--- config.mk ---
export PLATFORM = sky130hd
export DESIGN_NAME = hpi_top
export DESIGN_NICKNAME = d
export VERILOG_FILES = /design/src/rtl/hpi_pkg.sv /design/src/rtl/hpi_top.sv
export VERILOG_INCLUDE_DIRS = /design/src /design/src/rtl
export SDC_FILE = /design/constraint.sdc
export NUM_CORES = 1
export LEC_CHECK = 0
export BUFFER_PORTS_ARGS = -buffer_cell sky130_fd_sc_hd__buf_2
export CAP_MARGIN = 10
export CORE_ASPECT_RATIO = 1.4
export CORE_UTILIZATION = 54
export DETAILED_ROUTE_END_ITERATION = 6
export MAX_ROUTING_LAYER = met4
export PLACE_DENSITY = 0.77
export SLEW_MARGIN = 5
export SYNTH_ARGS = -nofsm -noshare
export SYNTH_HDL_FRONTEND = slang
export SYNTH_SLANG_ARGS = --single-unit
--- constraint.sdc ---
create_clock -name CORE_CLK_I -period 5.2 [get_ports CORE_CLK_I]
set_clock_uncertainty 0.2 [all_clocks]
set_input_delay 0.52 -clock CORE_CLK_I [delete_from_list [all_inputs] [get_ports CORE_CLK_I]]
set_output_delay 0.52 -clock CORE_CLK_I [all_outputs]
set_load 0.1 [all_outputs]
--- src/rtl/hpi_params.svh ---
// Constants of the host port interface
`ifndef HPI_PARAMS_SVH
`define HPI_PARAMS_SVH
`define HPI_AW       18
`define HPI_DW       16
`define HPI_PW       42
`define HPI_RAW      4
`define HPI_RA_CTL   4'h0
`define HPI_RA_BSC   4'h1
`define HPI_BSC_BH   1
`define HPI_BSC_HBH  2
`define HPI_CTL_DSPI 0
`define HPI_CTL_HSTI 1
`define HPI_SEL_CTL  2'h0
`define HPI_SEL_DINC 2'h1
`define HPI_SEL_ADR  2'h2
`define HPI_SEL_DAT  2'h3
`define HPI_ADR_INC  18'h00001
`define HPI_PIN_STRAP 41
`define HPI_PIN_CSN   40
`define HPI_PIN_STB1N 39
`define HPI_PIN_STB2N 38
`define HPI_PIN_RW    37
`define HPI_PIN_HALF  36
`define HPI_PIN_SEL   35:34
`define HPI_PIN_ADR   33:16
`define HPI_PIN_DAT   15:0
`endif

--- src/rtl/hpi_pkg.sv ---
// Types of the host port interface
`include "hpi_params.svh"
package hpi_pkg;
  typedef enum logic [1:0] {HPI_IDLE, HPI_DMA, HPI_DONE} hpi_state_e;
  typedef struct packed {
    logic [`HPI_PW-1:0] pin1;
    logic [`HPI_PW-1:0] pin2;
    logic               stb_prev;
    hpi_state_e         state;
    logic [`HPI_AW-1:0] addr;
    logic [`HPI_DW-1:0] data;
    logic [7:0]         latch;
    logic [`HPI_DW-1:0] hout;
    logic               oe;
    logic               ready;
    logic               dma_req;
    logic               dma_we;
    logic               inc;
    logic               dsp_int;
    logic               host_int;
    logic               bh;
    logic               host_keeper_enable;
    logic [`HPI_DW-1:0] rdata;
  } hpi_state_s;
endpackage

--- src/rtl/hpi_top.sv ---
// Host port slave: host pins to on-chip memory DMA, keepers, control
//
// Our own choices: the register offsets and the strobed register port.
`timescale 1ns/10ps
`include "hpi_params.svh"
module hpi_top
  import hpi_pkg::*;
(
  input  wire logic                CORE_CLK_I,
  input  wire logic                RST_I,
  input  wire logic                WIDE_HOST_STRAP_I,
  input  wire logic                HOST_CHIP_SELECT_N_I,
  input  wire logic                HOST_STROBE_ONE_N_I,
  input  wire logic                HOST_STROBE_TWO_N_I,
  input  wire logic                HOST_READ_WRITE_I,
  input  wire logic                BYTE_HALF_SELECT_I,
  input  wire logic [1:0]          HOST_REG_SELECT_I,
  input  wire logic [`HPI_AW-1:0]  HOST_ADDRESS_BUS_I,
  input  wire logic [`HPI_DW-1:0]  HOST_DATA_BUS_I,
  output logic      [`HPI_DW-1:0]  HOST_DATA_BUS_O,
  output logic                     HOST_DATA_BUS_OE_O,
  output logic                     HOST_READY_OUT_O,
  output logic                     HOST_INT_N_O,
  output logic                     CPU_INT_O,
  input  wire logic [`HPI_RAW-1:0] REG_ADDR_I,
  input  wire logic [`HPI_DW-1:0]  REG_WDATA_I,
  input  wire logic                REG_WR_I,
  input  wire logic                REG_RD_I,
  output logic      [`HPI_DW-1:0]  REG_RDATA_O,
  output logic                     DMA_REQ_O,
  output logic                     DMA_WE_O,
  output logic      [`HPI_AW-1:0]  DMA_ADDR_O,
  output logic      [`HPI_DW-1:0]  DMA_WDATA_O,
  input  wire logic [`HPI_DW-1:0]  DMA_RDATA_I,
  input  wire logic                DMA_ACK_I,
  input  wire logic                CPU_MEM_REQ_I,
  input  wire logic [`HPI_AW-1:0]  CPU_MEM_ADDR_I,
  output logic                     CPU_WAIT_O,
  output logic                     DATA_KEEPER_O,
  output logic                     HOST_KEEPER_O,
  output logic                     ADDR_KEEPER_O
);

  hpi_state_s s_q;
  hpi_state_s s_d;

  // ----------------------------------------
  // Synchronised pin fields
  // ----------------------------------------
  logic                wide;
  logic                stb;
  logic                rd;
  logic                half;
  logic [1:0]          sel;
  logic [`HPI_AW-1:0]  pa;
  logic [`HPI_DW-1:0]  pd;
  logic                rise;
  logic [`HPI_DW-1:0]  ctl_word;

  // Only the second stage is decoded
  // strap selects width
  assign wide     = s_q.pin2[`HPI_PIN_STRAP];
  assign stb      = ~s_q.pin2[`HPI_PIN_CSN]
                    & (~s_q.pin2[`HPI_PIN_STB1N] | ~s_q.pin2[`HPI_PIN_STB2N]);
  assign rd       = s_q.pin2[`HPI_PIN_RW];
  assign half     = s_q.pin2[`HPI_PIN_HALF];
  assign sel      = s_q.pin2[`HPI_PIN_SEL];
  assign pa       = s_q.pin2[`HPI_PIN_ADR];
  assign pd       = s_q.pin2[`HPI_PIN_DAT];
  assign rise     = stb & ~s_q.stb_prev;
  assign ctl_word = {14'h0000, s_q.host_int, s_q.dsp_int};

  // ----------------------------------------
  // Next state
  // ----------------------------------------
  always_comb begin
    s_d = s_q;
    s_d.pin1 = {WIDE_HOST_STRAP_I, HOST_CHIP_SELECT_N_I, HOST_STROBE_ONE_N_I,
                HOST_STROBE_TWO_N_I, HOST_READ_WRITE_I, BYTE_HALF_SELECT_I,
                HOST_REG_SELECT_I, HOST_ADDRESS_BUS_I, HOST_DATA_BUS_I};
    s_d.pin2 = s_q.pin1;
    s_d.stb_prev = stb;
    s_d.rdata = '0;
    if (REG_WR_I && REG_ADDR_I == `HPI_RA_CTL && REG_WDATA_I[`HPI_CTL_DSPI]) begin
      s_d.dsp_int = 1'b0;
    end
    // Host side sequencer
    case (s_q.state)
      HPI_IDLE: begin
        s_d.ready = 1'b1;
        s_d.oe = 1'b0;
        if (rise) begin
          if (wide) begin
            s_d.addr = pa;
            s_d.data = pd;
            s_d.dma_we = ~rd;
            s_d.dma_req = 1'b1;
            s_d.ready = 1'b0;
            s_d.inc = 1'b0;
            s_d.state = HPI_DMA;
          end else if (sel == `HPI_SEL_CTL) begin
            s_d.state = HPI_DONE;
            if (rd) begin
              s_d.hout = ctl_word;
              s_d.oe = 1'b1;
            end else if (half) begin
              if (pd[`HPI_CTL_DSPI]) begin
                s_d.dsp_int = 1'b1;
              end
              if (pd[`HPI_CTL_HSTI]) begin
                s_d.host_int = 1'b0;
              end
            end
          end else if (sel == `HPI_SEL_ADR) begin
            s_d.state = HPI_DONE;
            if (rd) begin
              s_d.hout = {8'h00, half ? s_q.addr[7:0] : s_q.addr[15:8]};
              s_d.oe = 1'b1;
            end else if (half) begin
              s_d.addr[7:0] = pd[7:0];
            end else begin
              s_d.addr[15:8] = pd[7:0];
            end
          end else begin
            s_d.inc = (sel == `HPI_SEL_DINC);
            s_d.state = HPI_DONE;
            if (rd && !half) begin
              s_d.dma_we = 1'b0;
              s_d.dma_req = 1'b1;
              s_d.ready = 1'b0;
              s_d.state = HPI_DMA;
            end else if (rd) begin
              s_d.hout = {8'h00, s_q.data[7:0]};
              s_d.oe = 1'b1;
              if (sel == `HPI_SEL_DINC) begin
                s_d.addr = s_q.addr + `HPI_ADR_INC;
              end
            end else if (!half) begin
              s_d.latch = pd[7:0];
            end else begin
              s_d.data = {s_q.latch, pd[7:0]};
              s_d.dma_we = 1'b1;
              s_d.dma_req = 1'b1;
              s_d.ready = 1'b0;
              s_d.state = HPI_DMA;
            end
          end
        end
      end
      HPI_DMA: begin
        // wait on DMA until DMA_ACK_I
        if (DMA_ACK_I) begin
          s_d.dma_req = 1'b0;
          s_d.ready = 1'b1;
          s_d.state = HPI_DONE;
          if (!s_q.dma_we) begin
            s_d.data = DMA_RDATA_I;
            s_d.hout = wide ? DMA_RDATA_I : {8'h00, DMA_RDATA_I[15:8]};
            s_d.oe = 1'b1;
          end else if (s_q.inc) begin
            s_d.addr = s_q.addr + `HPI_ADR_INC;
          end
        end
      end
      default: begin
        if (!stb) begin
          s_d.oe = 1'b0;
          s_d.state = HPI_IDLE;
        end
      end
    endcase
    // Processor register port
    if (REG_WR_I) begin
      if (REG_ADDR_I == `HPI_RA_CTL) begin
        if (REG_WDATA_I[`HPI_CTL_HSTI]) begin
          s_d.host_int = 1'b1;
        end
      end else if (REG_ADDR_I == `HPI_RA_BSC) begin
        s_d.bh = REG_WDATA_I[`HPI_BSC_BH];
        s_d.host_keeper_enable = REG_WDATA_I[`HPI_BSC_HBH];
      end
    end
    if (REG_RD_I) begin
      if (REG_ADDR_I == `HPI_RA_CTL) begin
        s_d.rdata = ctl_word;
      end else if (REG_ADDR_I == `HPI_RA_BSC) begin
        s_d.rdata = '0;
        s_d.rdata[`HPI_BSC_BH] = s_q.bh;
        s_d.rdata[`HPI_BSC_HBH] = s_q.host_keeper_enable;
      end
    end
  end

  // ----------------------------------------
  // State register
  // ----------------------------------------
  // keeper bits clear at reset
  always_ff @(posedge CORE_CLK_I or posedge RST_I) begin
    if (RST_I) begin
      s_q <= '{pin1: '1, pin2: '1, state: HPI_IDLE, ready: 1'b1, default: '0};
    end else begin
      s_q <= s_d;
    end
  end

  // ----------------------------------------
  // Outputs
  // ----------------------------------------
  assign HOST_DATA_BUS_O    = s_q.hout;
  assign HOST_DATA_BUS_OE_O = s_q.oe;
  assign HOST_READY_OUT_O   = s_q.ready;
  assign HOST_INT_N_O       = ~s_q.host_int;
  assign CPU_INT_O          = s_q.dsp_int;
  assign REG_RDATA_O        = s_q.rdata;
  assign DMA_REQ_O          = s_q.dma_req;
  assign DMA_WE_O           = s_q.dma_we;
  assign DMA_ADDR_O         = s_q.addr;
  assign DMA_WDATA_O        = s_q.data;
  // processor held while host owns word
  assign CPU_WAIT_O    = CPU_MEM_REQ_I & s_q.dma_req & (CPU_MEM_ADDR_I == s_q.addr);
  assign DATA_KEEPER_O = s_q.bh;
  assign HOST_KEEPER_O = s_q.host_keeper_enable | wide;
  assign ADDR_KEEPER_O = s_q.host_keeper_enable & wide;
endmodule

=== Yosys cells after proc, flatten, opt, wreduce, memory -nomap -nowiden ===
Cells that the tools add are included.

* $add $sub $neg: 1
* Multipliers: 0
* Divide/modulo/power cells: 0
* Order comparisons: 0
* Equality and inequality tests: 34
* Shift-type cells: 0
* Mux-type cells: 63
* Bitwise logic cells: 19
* Reduce and logical (&&, ||, !) cells: 22

{| class="wikitable"
|+ Operators by type and width
! kind !! number
|-
| $mux 17 || 6
|-
| $mux 16 || 5
|-
| $mux 18 || 4
|-
| $mux 36 || 2
|-
| $pmux 34 s2 || 1
|-
| $mux 67 || 1
|-
| $mux 59 || 1
|-
| $mux 24 || 2
|-
| $mux 42 || 1
|-
| $ne 4x4->1 const B || 9
|-
| $mux 8 || 4
|-
| $pmux 16 s2 || 1
|-
| $ne 3x3->1 const B || 10
|-
| $mux 2 || 14
|-
| $mux 25 || 1
|-
| $reduce_and 11->1 || 2
|-
| $mux 3 || 7
|-
| $mux 19 || 1
|-
| $add 18x1->18 const B || 1
|-
| $eq 18x18->1 || 1
|-
| $reduce_and 9->1 || 2
|-
| $ne 2x2->1 const B || 8
|-
| $mux 4 || 3
|-
| $not 1->1 || 12
|-
| other kinds (22) || 40
|}

* Bits in registers: 170
* Bits in latches: 0
* RAM bits: 0
* Memory bits (read-only): 0
* Input bits: 102
* Output and inout port bits: 76
* Word-level logic and storage cells: 159
* Memories kept: 0

=== Logic depth before layout (Yosys ltp) ===
Gate-level depths: netlist of the first run.

* Depth in word-level cells: 14
* Depth in mapped cells: 10
* Depth with buffers taken out: 7

=== Worst setup path before layout of the first run ===
OpenSTA, ideal clock, no wires.

* Path type: register to output
* From: reg s_q, in the netlist DMA_REQ_O
* To: out CPU_WAIT_O
* Data arrival time: 4.214 ns
* Data required time: 4.480 ns
* Slack: 0.266 ns
* Cell stages (with the launch flop): 5
* Buffers on the path: 0
* Cell sequence: dfrtp_1 -> nand3_1 -> nor4_1 -> nand3_1 -> nor4_1

* Longest elaborated chain between the ends: 2

{| class="wikitable"
|+ RTL lines
! what !! line !! source
|-
| from (decl) || hpi_top.sv:44 || <nowiki>hpi_state_s s_q;</nowiki>
|-
| from (signal assigned) || hpi_top.sv:200 || <nowiki>s_q <= '{pin1: '1, pin2: '1, state: HPI_IDLE, ready: 1'b1, default: '0};</nowiki>
|-
| from (signal assigned) || hpi_top.sv:202 || <nowiki>s_q <= s_d;</nowiki>
|-
| $and 1x1->1 (2 in a row) || hpi_top.sv:220 || <nowiki>assign CPU_WAIT_O = CPU_MEM_REQ_I & s_q.dma_req & (CPU_MEM_ADDR_I == s_q.addr);</nowiki>
|-
| to (decl) || hpi_top.sv:38 || <nowiki>output logic CPU_WAIT_O,</nowiki>
|}

Every way passes these cells.

=== Worst setup path after layout of the first run ===
* From: reg s_q, in the netlist half
* To: reg s_q, in the netlist DMA_ADDR_O[6]

* Longest elaborated chain between the ends: 4
* Elaborated cells between the ends (all ways): 5
* Classes of those cells: eq/ne: 2; reduce/logical: 3

{| class="wikitable"
|+ RTL lines
! what !! line !! source
|-
| $logic_not 1->1 || - ||
|-
| $logic_and 1x1->1 || hpi_top.sv:127 || <nowiki>if (rd && !half) begin</nowiki>
|-
| $ne 4x4->1 (no source line) || - ||
|-
| $reduce_and 11->1 (no source line) * || - ||
|}

Mark *: on every way between the ends. The rest lies on a longest branch, timed or not.
A chain may end at the register's enable or synchronous reset.

==> reports/qor.yml, run 1 <==
status:
  outcome: "complete, no violations"
setup_path:
  startpoint_type: "register"
  worst_path_max_delay_cell: "sky130_fd_sc_hd__dfstp_2"
  regToRegStartpoint: "half$_DFF_PP1_"
  r2r.worst_path.cells: 7
  timing.critical_path.slowest_cell_delay_ns: 0.77
  worst-r2r-setup-slack_ns: 1.78
  arrival_time_at_the_worst_endpoint_ns: 3.56
  reg2reg_to: "DMA_ADDR_O[6]$_DFFE_PP0P_"
  top_fanout_value_on_the_critical_path: 18
  critical_path.cell_chain: "inv_1 > ha_1 > nor4bb_1 > o311ai_0 > a32o_1 > or4b_4 > o211ai_2"
  timing.critical_path.from: "half$_DFF_PP1_"
  critPathRequiredTime_ns: 5.34
  timing.setup.critical_path_class: "register to register"
  critical_path.endpoint: "DMA_ADDR_O[6]$_DFFE_PP0P_"
  critical_path.endpoint_type: "register"
yosys:
  synth.top_cell.area_share_pct: 29.1
  ys_async_sr_fraction_pct: 100
  mean_syn_cell_area_sq_um: 10.0
  flops_latches_synth: 157
  synth-main-ff-cell: "sky130_fd_sc_hd__dfstp_2"
  synth-warning-count: 0
  ys_seq_area_share_pct: 52.5
  syn-instance-count: 766
  count_of_flip_flops_with_a_built_in_enable_after_synthesis: 0
  netlist-cell-type-count: 69
  synth.area.top_cells: "sky130_fd_sc_hd__dfstp_2 29%, sky130_fd_sc_hd__dfrtp_1 23%, sky130_fd_sc_hd__buf_4 6.5%"
  synth_area_leader_cell: "sky130_fd_sc_hd__dfstp_2"
  synthesis.area_sq_um: 7690
power_and_ir_drop:
  power-per-cell-area_nw_per_um2: 538
  total_leakage_power_nw: 4.00
  power.total_mw: 4.89
  seq_power_share_pct: 34.9
  netSwitchingPower_mw: 2.38
  power_report.internal_total_mw: 2.51
  switching_share_pct: 48.8
  power_frac_comb_pct: 39.6
  irDropWorstVdd_uv: 331
  share_clk_of_total_power_pct: 25.5
cts:
  clock_sinks: 157
  cts_max_path_buffers: 2
  tritoncts: "yes"
  clock_root_buffer: "sky130_fd_sc_hd__clkbuf_16"
  cts.htree.levels: 4
  clk-insertion-delay-late_ns: 0.43
  postCtsSetupBuffers: 0
  cts.repair.resized: 0
  clock_input_transition_at_the_sequential_cells_of_the_worst_setup_and_hold_paths_ns: 0.07
  tritoncts.num_buffers: 17
sta:
  maxClockFrequency_mhz: 292
  tightestPinTransition_ns: 1.17
  relSlewSlack_pct: 21.0
  period_needed_ns: 3.42
  final-hold-violation-count: 0
  post-route-period-util_pct: 65.8
  setup_viol_count_final: 0
  worst_hold_slack_ns: 0.111
  setup_total_negative_slack_ns: 0
  maxSlewViolCount: 0
  timing.final.ws_setup_ns: 1.78
  rsz0062_at_grt: "no"
layout:
  num-fill-cells: 1135
  combined_area_of_the_multi_input_logic_cells_sq_um: 2910
  mostFrequentLayoutCells: "151 x sky130_fd_sc_hd__buf_2, 85 x sky130_fd_sc_hd__dfstp_2, 78 x sky130_fd_sc_hd__nand2_1, 72 x sky130_fd_sc_hd__dfrtp_1, 53 x sky130_fd_sc_hd__o21ai_0"
  mostFrequentLayoutCell: "sky130_fd_sc_hd__buf_2"
  nets: 984
  ff_latch_area_sq_um: 4040
  area_growth_pct: 18.2
  share_of_layout_cells_above_drive_strength_1_pct: 33.6
global_route:
  grt_overflow: 0
  grt_start_max_net_pins: 108
  grt_first_pass_wirelength_mm: 30.1
  vias_in_the_first_global_route: 5741
  antenna_found_initial: 0
  grt.total_usage_pct: 28.6
floorplan:
  core_sq_um: 13900
  die_area_sq_um: 14700
  die_h_um: 143
  top_level_ports: 178
  fp-row-count: 51
  die_w_um: 103
  initial_standard_cell_utilization_of_the_core_pct: 55.3
drt:
  detailroute.via_count: 6271
  drt-vias-per-instance: 5.82
  avgRoutedWirePerCell_um: 18.5
  drt_drc_violations_left: 0
  number_of_drc_markers_after_the_initial_detailed_route_iteration: 577
  totalWireLength_mm: 20.0
  postRouteAntennaNets: 0
  drt_first_pass_iters: 5
place:
  buffer_ports.inserted: 151
  dp_hpwl_mm: 13.7
  place_congestion: 0.954
  dp_worst_setup_slack_ns: 1.89
flow_run:
  max_cap_viol_count: 0
worst_hold_path:
  worst_hold_path_type: "input port to asynchronous set/reset pin"
-- synthesized netlist by cell type (all sizes together), types with 3 or more instances --
cell type	number
dfstp	85
buf	82
nand2	78
dfrtp	72
a21oi	53
o21ai	53
nor2	50
clkbuf	38
nand3	25
inv	17
a22oi	16
mux2i	16
xor2	16
nor3	14
mux2	12
a31oi	11
nor4	10
nand4	6
o21a	6
xnor2	6
nand2b	5
nor2b	5
o22ai	5
o31ai	5
o32ai	5
and3	4
ha	4
o211ai	4
o221ai	4
a211oi	3
a221oi	3
a22o	3
a41oi	3
and2	3
nor3b	3
or2	3
or3	3
-- what timing repair did --
action | CTS | global route
hold endpoints to repair | 42 | 0
hold buffers | 42 | 0
setup endpoints to repair | 0 | 0
-- worst min-delay path by stage --
stage                                      to  slack [ns]  cells after the start
after floorplan                half$_DFF_PP1_        0.15                      0
after global placement       pd[10]$_DFF_PP1_        0.15                      0
after detailed placement     pa[17]$_DFF_PP1_        0.15                      0
after CTS                 s_q[16]$_DFFE_PP0P_        0.12                      2
after global routing      s_q[16]$_DFFE_PP0P_        0.14                      2
final                       s_q[85]$_DFF_PP0_        0.11                      2
-- through the flow --
step                util [%]  instance area (sq um)  std cells
CTS                     65.3                   9090       1076
global route            65.3                   9090       1076
global placement        57.9                   8060       1002
floorplan                  -                   7730        778
detailed placement      57.9                   8060       1002
finish                  65.3                   9090       1077
-- metal layers --
metal | GRT usage [%] | vias up | wire length [um]
met3 | 4.99 | 73 | 1560
met1 | 35.4 | 2986 | 7760
met2 | 44.2 | 354 | 9740
li1 | - | 2858 | -
met5 | - | - | 0
met4 | 15.9 | 0 | 901
-- kinds of logic after synthesis --
family / count (synthesis) / synth area share (%)
DFF: 157 / 52.5
xor gates and xnor gates: 22 / 2.51
and+or+nand+nor: 214 / 13.1
AOI/OAI and AO/OA: 203 / 17.0
adders and majority gates: 4 / 0.651
muxes: 28 / 3.84
buffers and inverters: 137 / 10.4
other: 1 / 0.0488
-- registers in the layout (all words and copies together), names as in the netlist --
name / flops
HOST_DATA_BUS_O: 16
HOST_READY_OUT_O: 1
CPU_INT_O: 1
DMA_WE_O: 1
DMA_ADDR_O: 18
DATA_KEEPER_O: 1
REG_RDATA_O: 3
pd: 16
pa: 18
DMA_WDATA_O: 16
DMA_REQ_O: 1
s_q: 19
HOST_DATA_BUS_OE_O: 1
ctl_word: 1
half: 1
rd: 1
s_d: 42
-- worst max-delay path: cells and delay by family, from the launching register on --
family,cells,cell delay (ns)
AO/OA/AOI/OAI,3,0.87
AND/OR/NAND/NOR,2,1.05
flip-flops,1,0.77
adder cells (fa/ha/maj),1,0.32
buffers and inverters,1,0.11
-- area by class of cell --
type | instances | area share [%]
Antenna cell | 1 | 0.0275
Timing Repair Buffer | 201 | 13.6
Multi-Input combinational cell | 484 | 32.0
Tap cell | 185 | 2.55
Clock inverter | 13 | 1.45
Sequential cell | 157 | 44.4
Inverter | 17 | 0.757
Clock buffer | 19 | 5.23
-- power groups by stage --
stage	combinational, mW	sequential [mW]	clock [mW]
CTS	1.93	1.70	1.26
global placement	1.89	1.71	0
global route	2.02	1.73	1.32
detailed placement	1.90	1.72	0
finish	1.94	1.71	1.25
floorplan	1.83	1.64	0
Power figures use the tool's default switching activity.
==> inputs of run 2 (changes only) <==
--- a/config.mk
+++ b/config.mk
@@ -9,10 +9,10 @@
 export BUFFER_PORTS_ARGS = -buffer_cell sky130_fd_sc_hd__buf_2
 export CAP_MARGIN = 10
 export CORE_ASPECT_RATIO = 1.4
-export CORE_UTILIZATION = 54
+export CORE_UTILIZATION = 49
 export DETAILED_ROUTE_END_ITERATION = 6
 export MAX_ROUTING_LAYER = met4
-export PLACE_DENSITY = 0.77
+export PLACE_DENSITY = 0.74
 export SLEW_MARGIN = 5
 export SYNTH_ARGS = -nofsm -noshare
 export SYNTH_HDL_FRONTEND = slang
==> constraint.sdc (replaced) <==
create_clock -name CORE_CLK_I -period 2.8 [get_ports CORE_CLK_I]
set_clock_uncertainty 0.2 [all_clocks]
set_input_delay 0.28 -clock CORE_CLK_I [delete_from_list [all_inputs] [get_ports CORE_CLK_I]]
set_output_delay 0.28 -clock CORE_CLK_I [all_outputs]
set_load 0.1 [all_outputs]
==> run 2 against run 1 <==
Clock power is 89% higher; register-to-register slack got worse by 1.7 ns; total power grew 89%; cell area up 5.5%; sequential cell count stayed put; fmax grew 26%; sequential share of layout area is 2.3 points lower; sequential power is 82% higher; largest power group unchanged.
==> reports/qor.yml, run 2 (synthesis gave the netlist of run 1 again) <==
worst_hold_path:
  worst_hold_path_type: "input port to register"
  hp_start: "DMA_ACK_I"
  min_delay_worst_endpoint: "s_q[84]$_DFFE_PP0P_"
  hold_path_depth: 3
layout:
  layout.core_utilization_pct: 63.2
  nets: 1037
  largest_register_ff_count: 42
  mostFrequentLayoutCell: "sky130_fd_sc_hd__buf_2"
  area_growth_pct: 24.8
  mostFrequentLayoutCells: "150 x sky130_fd_sc_hd__buf_2, 85 x sky130_fd_sc_hd__dfstp_2, 78 x sky130_fd_sc_hd__nand2_1, 70 x sky130_fd_sc_hd__dfrtp_1, 60 x sky130_fd_sc_hd__dlygate4sd3_1"
  design_area_sq_um: 9590
  share_of_layout_cells_above_drive_strength_1_pct: 35.9
power_and_ir_drop:
  irDropWorstVdd_uv: 643
  power.total_mw: 9.25
  total_leakage_power_nw: 4.25
  power-per-cell-area_nw_per_um2: 965
setup_path:
  critPathRequiredTime_ns: 2.96
  critical_path.endpoint_type: "register"
  r2r.worst_path.cells: 7
  top_fanout_value_on_the_critical_path: 10
  regToRegStartpoint: "half$_DFF_PP1_"
  startpoint_type: "register"
  arrival_time_at_the_worst_endpoint_ns: 2.86
  timing.setup.critical_path_class: "register to register"
  worst-r2r-setup-slack_ns: 0.09
  reg2reg_to: "DMA_ADDR_O[6]$_DFFE_PP0P_"
cts:
  clk-insertion-delay-late_ns: 0.43
  clock_root_buffer: "sky130_fd_sc_hd__clkbuf_16"
  cts.htree.levels: 4
  tritoncts: "yes"
  clock_input_transition_at_the_sequential_cells_of_the_worst_setup_and_hold_paths_ns: 0.07
  cts_max_path_buffers: 2
  tritoncts.num_buffers: 17
  clock_sinks: 157
place:
  buffer_ports.inserted: 151
  place_congestion: 0.940
  dp_hpwl_mm: 15.0
  placed_area_sq_um: 8360
sta:
  maxClockFrequency_mhz: 370
  tightestPinTransition_ns: 0.908
  rsz0062_at_grt: "no"
  relSlewSlack_pct: 39.2
  setup_viol_count_final: 0
  period_needed_ns: 2.71
  final-hold-violation-count: 0
  post-route-period-util_pct: 96.6
  maxSlewViolCount: 0
global_route:
  grt_start_max_net_pins: 78
  vias_in_the_first_global_route: 6388
  grt.total_usage_pct: 28.6
  grt_first_pass_wirelength_mm: 33.6
  antenna_found_initial: 0
  grt_overflow: 0
floorplan:
  die_area_sq_um: 16200
  core_sq_um: 15200
  initial_standard_cell_utilization_of_the_core_pct: 50.6
  die_w_um: 108
  die_h_um: 150
  top_level_ports: 178
  fp-row-count: 53
drt:
  totalWireLength_mm: 21.8
  number_of_drc_markers_after_the_initial_detailed_route_iteration: 611
  drt_drc_violations_left: 0
  avgRoutedWirePerCell_um: 19.2
  drt-vias-per-instance: 5.68
  detailroute.via_count: 6454
  postRouteAntennaNets: 0
  drt_first_pass_iters: 6
flow_run:
  max_cap_viol_count: 0
status:
  outcome: "complete, no violations"
[run 2: final cells by class]
class / count / area, sq um
inverter: 17 / 67.6
timing repair buffer: 254 / 1710
tap: 192 / 240
fill: 1195 / 5600
sequential: 157 / 4040
clock inverter: 15 / 189
clock buffer: 17 / 425
antenna: 1 / 2.50
multi-input combinational: 484 / 2920
[run 2: worst max path at each step]
stage,end,start
global route,DMA_ADDR_O[6]$_DFFE_PP0P_,half$_DFF_PP1_
floorplan,CPU_WAIT_O,DMA_REQ_O$_DFFE_PP0P_
detailed placement,DMA_ADDR_O[6]$_DFFE_PP0P_,half$_DFF_PP1_
CTS,CPU_WAIT_O,DMA_ADDR_O[3]$_DFFE_PP0P_
finish,DMA_ADDR_O[6]$_DFFE_PP0P_,half$_DFF_PP1_
global placement,DMA_ADDR_O[6]$_DFFE_PP0P_,half$_DFF_PP1_
[run 2: per-layer routing]
layer | global-route usage (%) | vias to the layer above | share of wire (%)
li1 | - | 2966 | -
met1 | 33.8 | 3036 | 38
met2 | 44.7 | 377 | 49
met3 | 5.80 | 75 | 8.1
met4 | 17.9 | 0 | 5.0
met5 | - | - | 0
[run 2: power breakdown]
group | total (mW) | switching (mW) | internal, mW | leakage (nW)
Sequential | 3.12 | 0.430 | 2.69 | 1.82
Clock | 2.36 | 1.14 | 1.22 | 0.298
Combinational | 3.77 | 3.02 | 0.754 | 2.13
[run 2: what timing repair did]
| item | CTS | global route |
|---|---|---|
| endpoints found under the hold margin | 75 | 1 |
| gates resized for setup | 1 | 3 |
| hold buffers | 59 | 1 |
| setup buffers | 0 | 0 |
| endpoints found under the setup margin | 1 | 1 |
[run 2: through the flow]
stage	setup WS, ns	cells	setup TNS [ns]	hold WS (ns)
after floorplan	-0.723	778	-0.723	0.0845
after global placement	0.243	1044	0	0.146
after detailed placement	0.156	1044	0	0.147
after CTS	0.0531	1135	0	0.00172
after global routing	0.00217	1136	0	0.0311
final	0.0948	1137	0	0.0143
[run 2: worst max-delay path, cell delays in order, from the launching register on]
cell                       delay, ns
sky130_fd_sc_hd__dfstp_2        0.53
sky130_fd_sc_hd__inv_1          0.06
sky130_fd_sc_hd__ha_1           0.20
sky130_fd_sc_hd__nor4bb_1       0.40
sky130_fd_sc_hd__o311ai_1       0.23
sky130_fd_sc_hd__a32o_1         0.42
sky130_fd_sc_hd__or4b_4         0.53
sky130_fd_sc_hd__o211ai_2       0.08
==> inputs of run 3 (changes only) <==
--- a/config.mk
+++ b/config.mk
@@ -13,6 +13,7 @@
 export DETAILED_ROUTE_END_ITERATION = 6
 export MAX_ROUTING_LAYER = met4
 export PLACE_DENSITY = 0.74
+export RECOVER_POWER = 50
 export SLEW_MARGIN = 5
 export SYNTH_ARGS = -nofsm -noshare
 export SYNTH_HDL_FRONTEND = slang
==> run 3 against run 2 <==
The run now ends with design-rule violations left; via count about the same; worst hold slack worse by 0.00079 ns; register-to-register slack about the same; die area unchanged; setup slack worse by 0.0041 ns; critical path depth unchanged; combinational power about the same; count of clock-buffer cells in the layout unchanged; sequential cell count unchanged; total power about the same; sequential share of layout area about the same; highest routed layer unchanged.
==> reports/qor.yml, run 3 (synthesis gave the netlist of run 1 again) <==
status:
  outcome: "finished with violations"
  violations: "design-rule violations"
layout:
  mostFrequentLayoutCells: "149 x sky130_fd_sc_hd__buf_2, 83 x sky130_fd_sc_hd__dfstp_2, 78 x sky130_fd_sc_hd__nand2_1, 70 x sky130_fd_sc_hd__dfrtp_1, 60 x sky130_fd_sc_hd__dlygate4sd3_1"
  area_growth_pct: 24.6
  num-fill-cells: 1197
  mostFrequentLayoutCell: "sky130_fd_sc_hd__buf_2"
  nets: 1037
  layout.core_utilization_pct: 63.1
  share_of_layout_cells_above_drive_strength_1_pct: 35.6
  finish.cell_count_without_fillers: 1137
  largest_register_ff_count: 42
setup_path:
  arrival_time_at_the_worst_endpoint_ns: 2.87
  top_fanout_value_on_the_critical_path: 10
  worst-r2r-setup-slack_ns: 0.09
  critPathRequiredTime_ns: 2.96
  startpoint_type: "register"
  critical_path.endpoint_type: "register"
  timing.setup.critical_path_class: "register to register"
sta:
  post-route-period-util_pct: 96.8
  tightestPinTransition_ns: 1.19
  period_needed_ns: 2.71
  maxClockFrequency_mhz: 369
  setup_viol_count_final: 0
  final-hold-violation-count: 0
  maxSlewViolCount: 0
  relSlewSlack_pct: 20.6
  rsz0062_at_grt: "no"
power_and_ir_drop:
  power.total_mw: 9.26
  power-per-cell-area_nw_per_um2: 966
  total_leakage_power_nw: 4.25
  irDropWorstVdd_uv: 643
cts:
  tritoncts: "yes"
  cts_max_path_buffers: 2
  cts.htree.levels: 4
  clock_sinks: 157
  clk-insertion-delay-late_ns: 0.43
  clock_root_buffer: "sky130_fd_sc_hd__clkbuf_16"
  postCtsSetupBuffers: 0
  clock_input_transition_at_the_sequential_cells_of_the_worst_setup_and_hold_paths_ns: 0.08
  tritoncts.num_buffers: 17
place:
  buffer_ports.inserted: 151
  dp_hpwl_mm: 15.0
  place_congestion: 0.940
  numPlacedInstances: 1044
drt:
  detailroute.via_count: 6458
  postRouteAntennaNets: 0
  drt_drc_violations_left: 5
  drt-vias-per-instance: 5.68
  totalWireLength_mm: 21.8
  drt_first_pass_iters: 7
  number_of_drc_markers_after_the_initial_detailed_route_iteration: 611
  avgRoutedWirePerCell_um: 19.2
global_route:
  grt_overflow: 0
  grt_start_max_net_pins: 78
  grt_first_pass_wirelength_mm: 33.6
  antenna_found_initial: 0
  vias_in_the_first_global_route: 6388
  grt.total_usage_pct: 28.6
floorplan:
  top_level_ports: 178
  core_sq_um: 15200
  die_w_um: 108
  fp-row-count: 53
  die_h_um: 150
  die_area_sq_um: 16200
  initial_standard_cell_utilization_of_the_core_pct: 50.6
flow_run:
  max_cap_viol_count: 0
worst_hold_path:
  worst_hold_path_type: "input port to register"
-- run 3: changes by cell type in the layout (fill, tap and decap cells not counted), sizes merged --
cell    delta
buf        -3
clkbuf     +3
-- run 3: area by class of cell --
type	instances	area, sq um	area share (%)
Clock buffer	17	425	4.44
Inverter	17	65.1	0.679
Clock inverter	15	189	1.97
Sequential cell	157	4040	42.1
Antenna cell	1	2.50	0.0261
Timing Repair Buffer	254	1700	17.7
Tap cell	192	240	2.51
Multi-Input combinational cell	484	2920	30.5
-- run 3: metal layers --
layer  global-route usage (%)  wire length (um)  up-vias
met3                     5.80              1770       77
met2                     44.7             10500      382
met5                        -                 0        -
met1                     33.8              8420     3037
met4                     17.9              1070        0
li1                         -                 -     2962
-- run 3: metrics by stage --
stage / instance area, sq um / setup TNS (ns) / hold WS, ns / worst slack, ns
final: 9580 / 0 / 0.0135 / 0.0907
after floorplan: 7750 / -0.723 / 0.0845 / -0.723
after detailed placement: 8360 / 0 / 0.147 / 0.156
after global routing: 9580 / 0 / 0.0311 / 0.00217
after global placement: 8360 / 0 / 0.146 / 0.243
after CTS: 9570 / 0 / 0.00172 / 0.0531
-- run 3: critical path, cell delays in order, from the launching register on --
cell and delay (ns):
sky130_fd_sc_hd__dfstp_2 0.53, sky130_fd_sc_hd__inv_1 0.06, sky130_fd_sc_hd__ha_1 0.20, sky130_fd_sc_hd__nor4bb_1 0.41, sky130_fd_sc_hd__o311ai_1 0.23, sky130_fd_sc_hd__a32o_1 0.42
sky130_fd_sc_hd__or4b_4 0.53, sky130_fd_sc_hd__o211ai_2 0.08
-- run 3: final timing paths --
path,from,to,cells past startpoint
setup / recovery,half$_DFF_PP1_,DMA_ADDR_O[6]$_DFFE_PP0P_,7
hold / removal,DMA_ACK_I,s_q[84]$_DFFE_PP0P_,3
setup reg to reg,half$_DFF_PP1_,DMA_ADDR_O[6]$_DFFE_PP0P_,7
hold reg to reg,s_d[123]$_DFF_PP1_,rd$_DFF_PP1_,0
max in group asynchronous,RST_I,DMA_ADDR_O[3]$_DFFE_PP0P_,4
min in group asynchronous,RST_I,DMA_WDATA_O[12]$_DFFE_PP0P_,3
-- run 3: timing repair --
action,4_1_cts,5_1_grt
endpoints found under the hold margin,75,1
setup endpoints to repair,1,1
gates resized for setup,1,3
hold buffers,59,1
-- run 3: power breakdown --
part | internal [mW] | switching [mW]
sequential | 2.69 | 0.433
combinational | 0.753 | 3.02
clock | 1.22 | 1.14
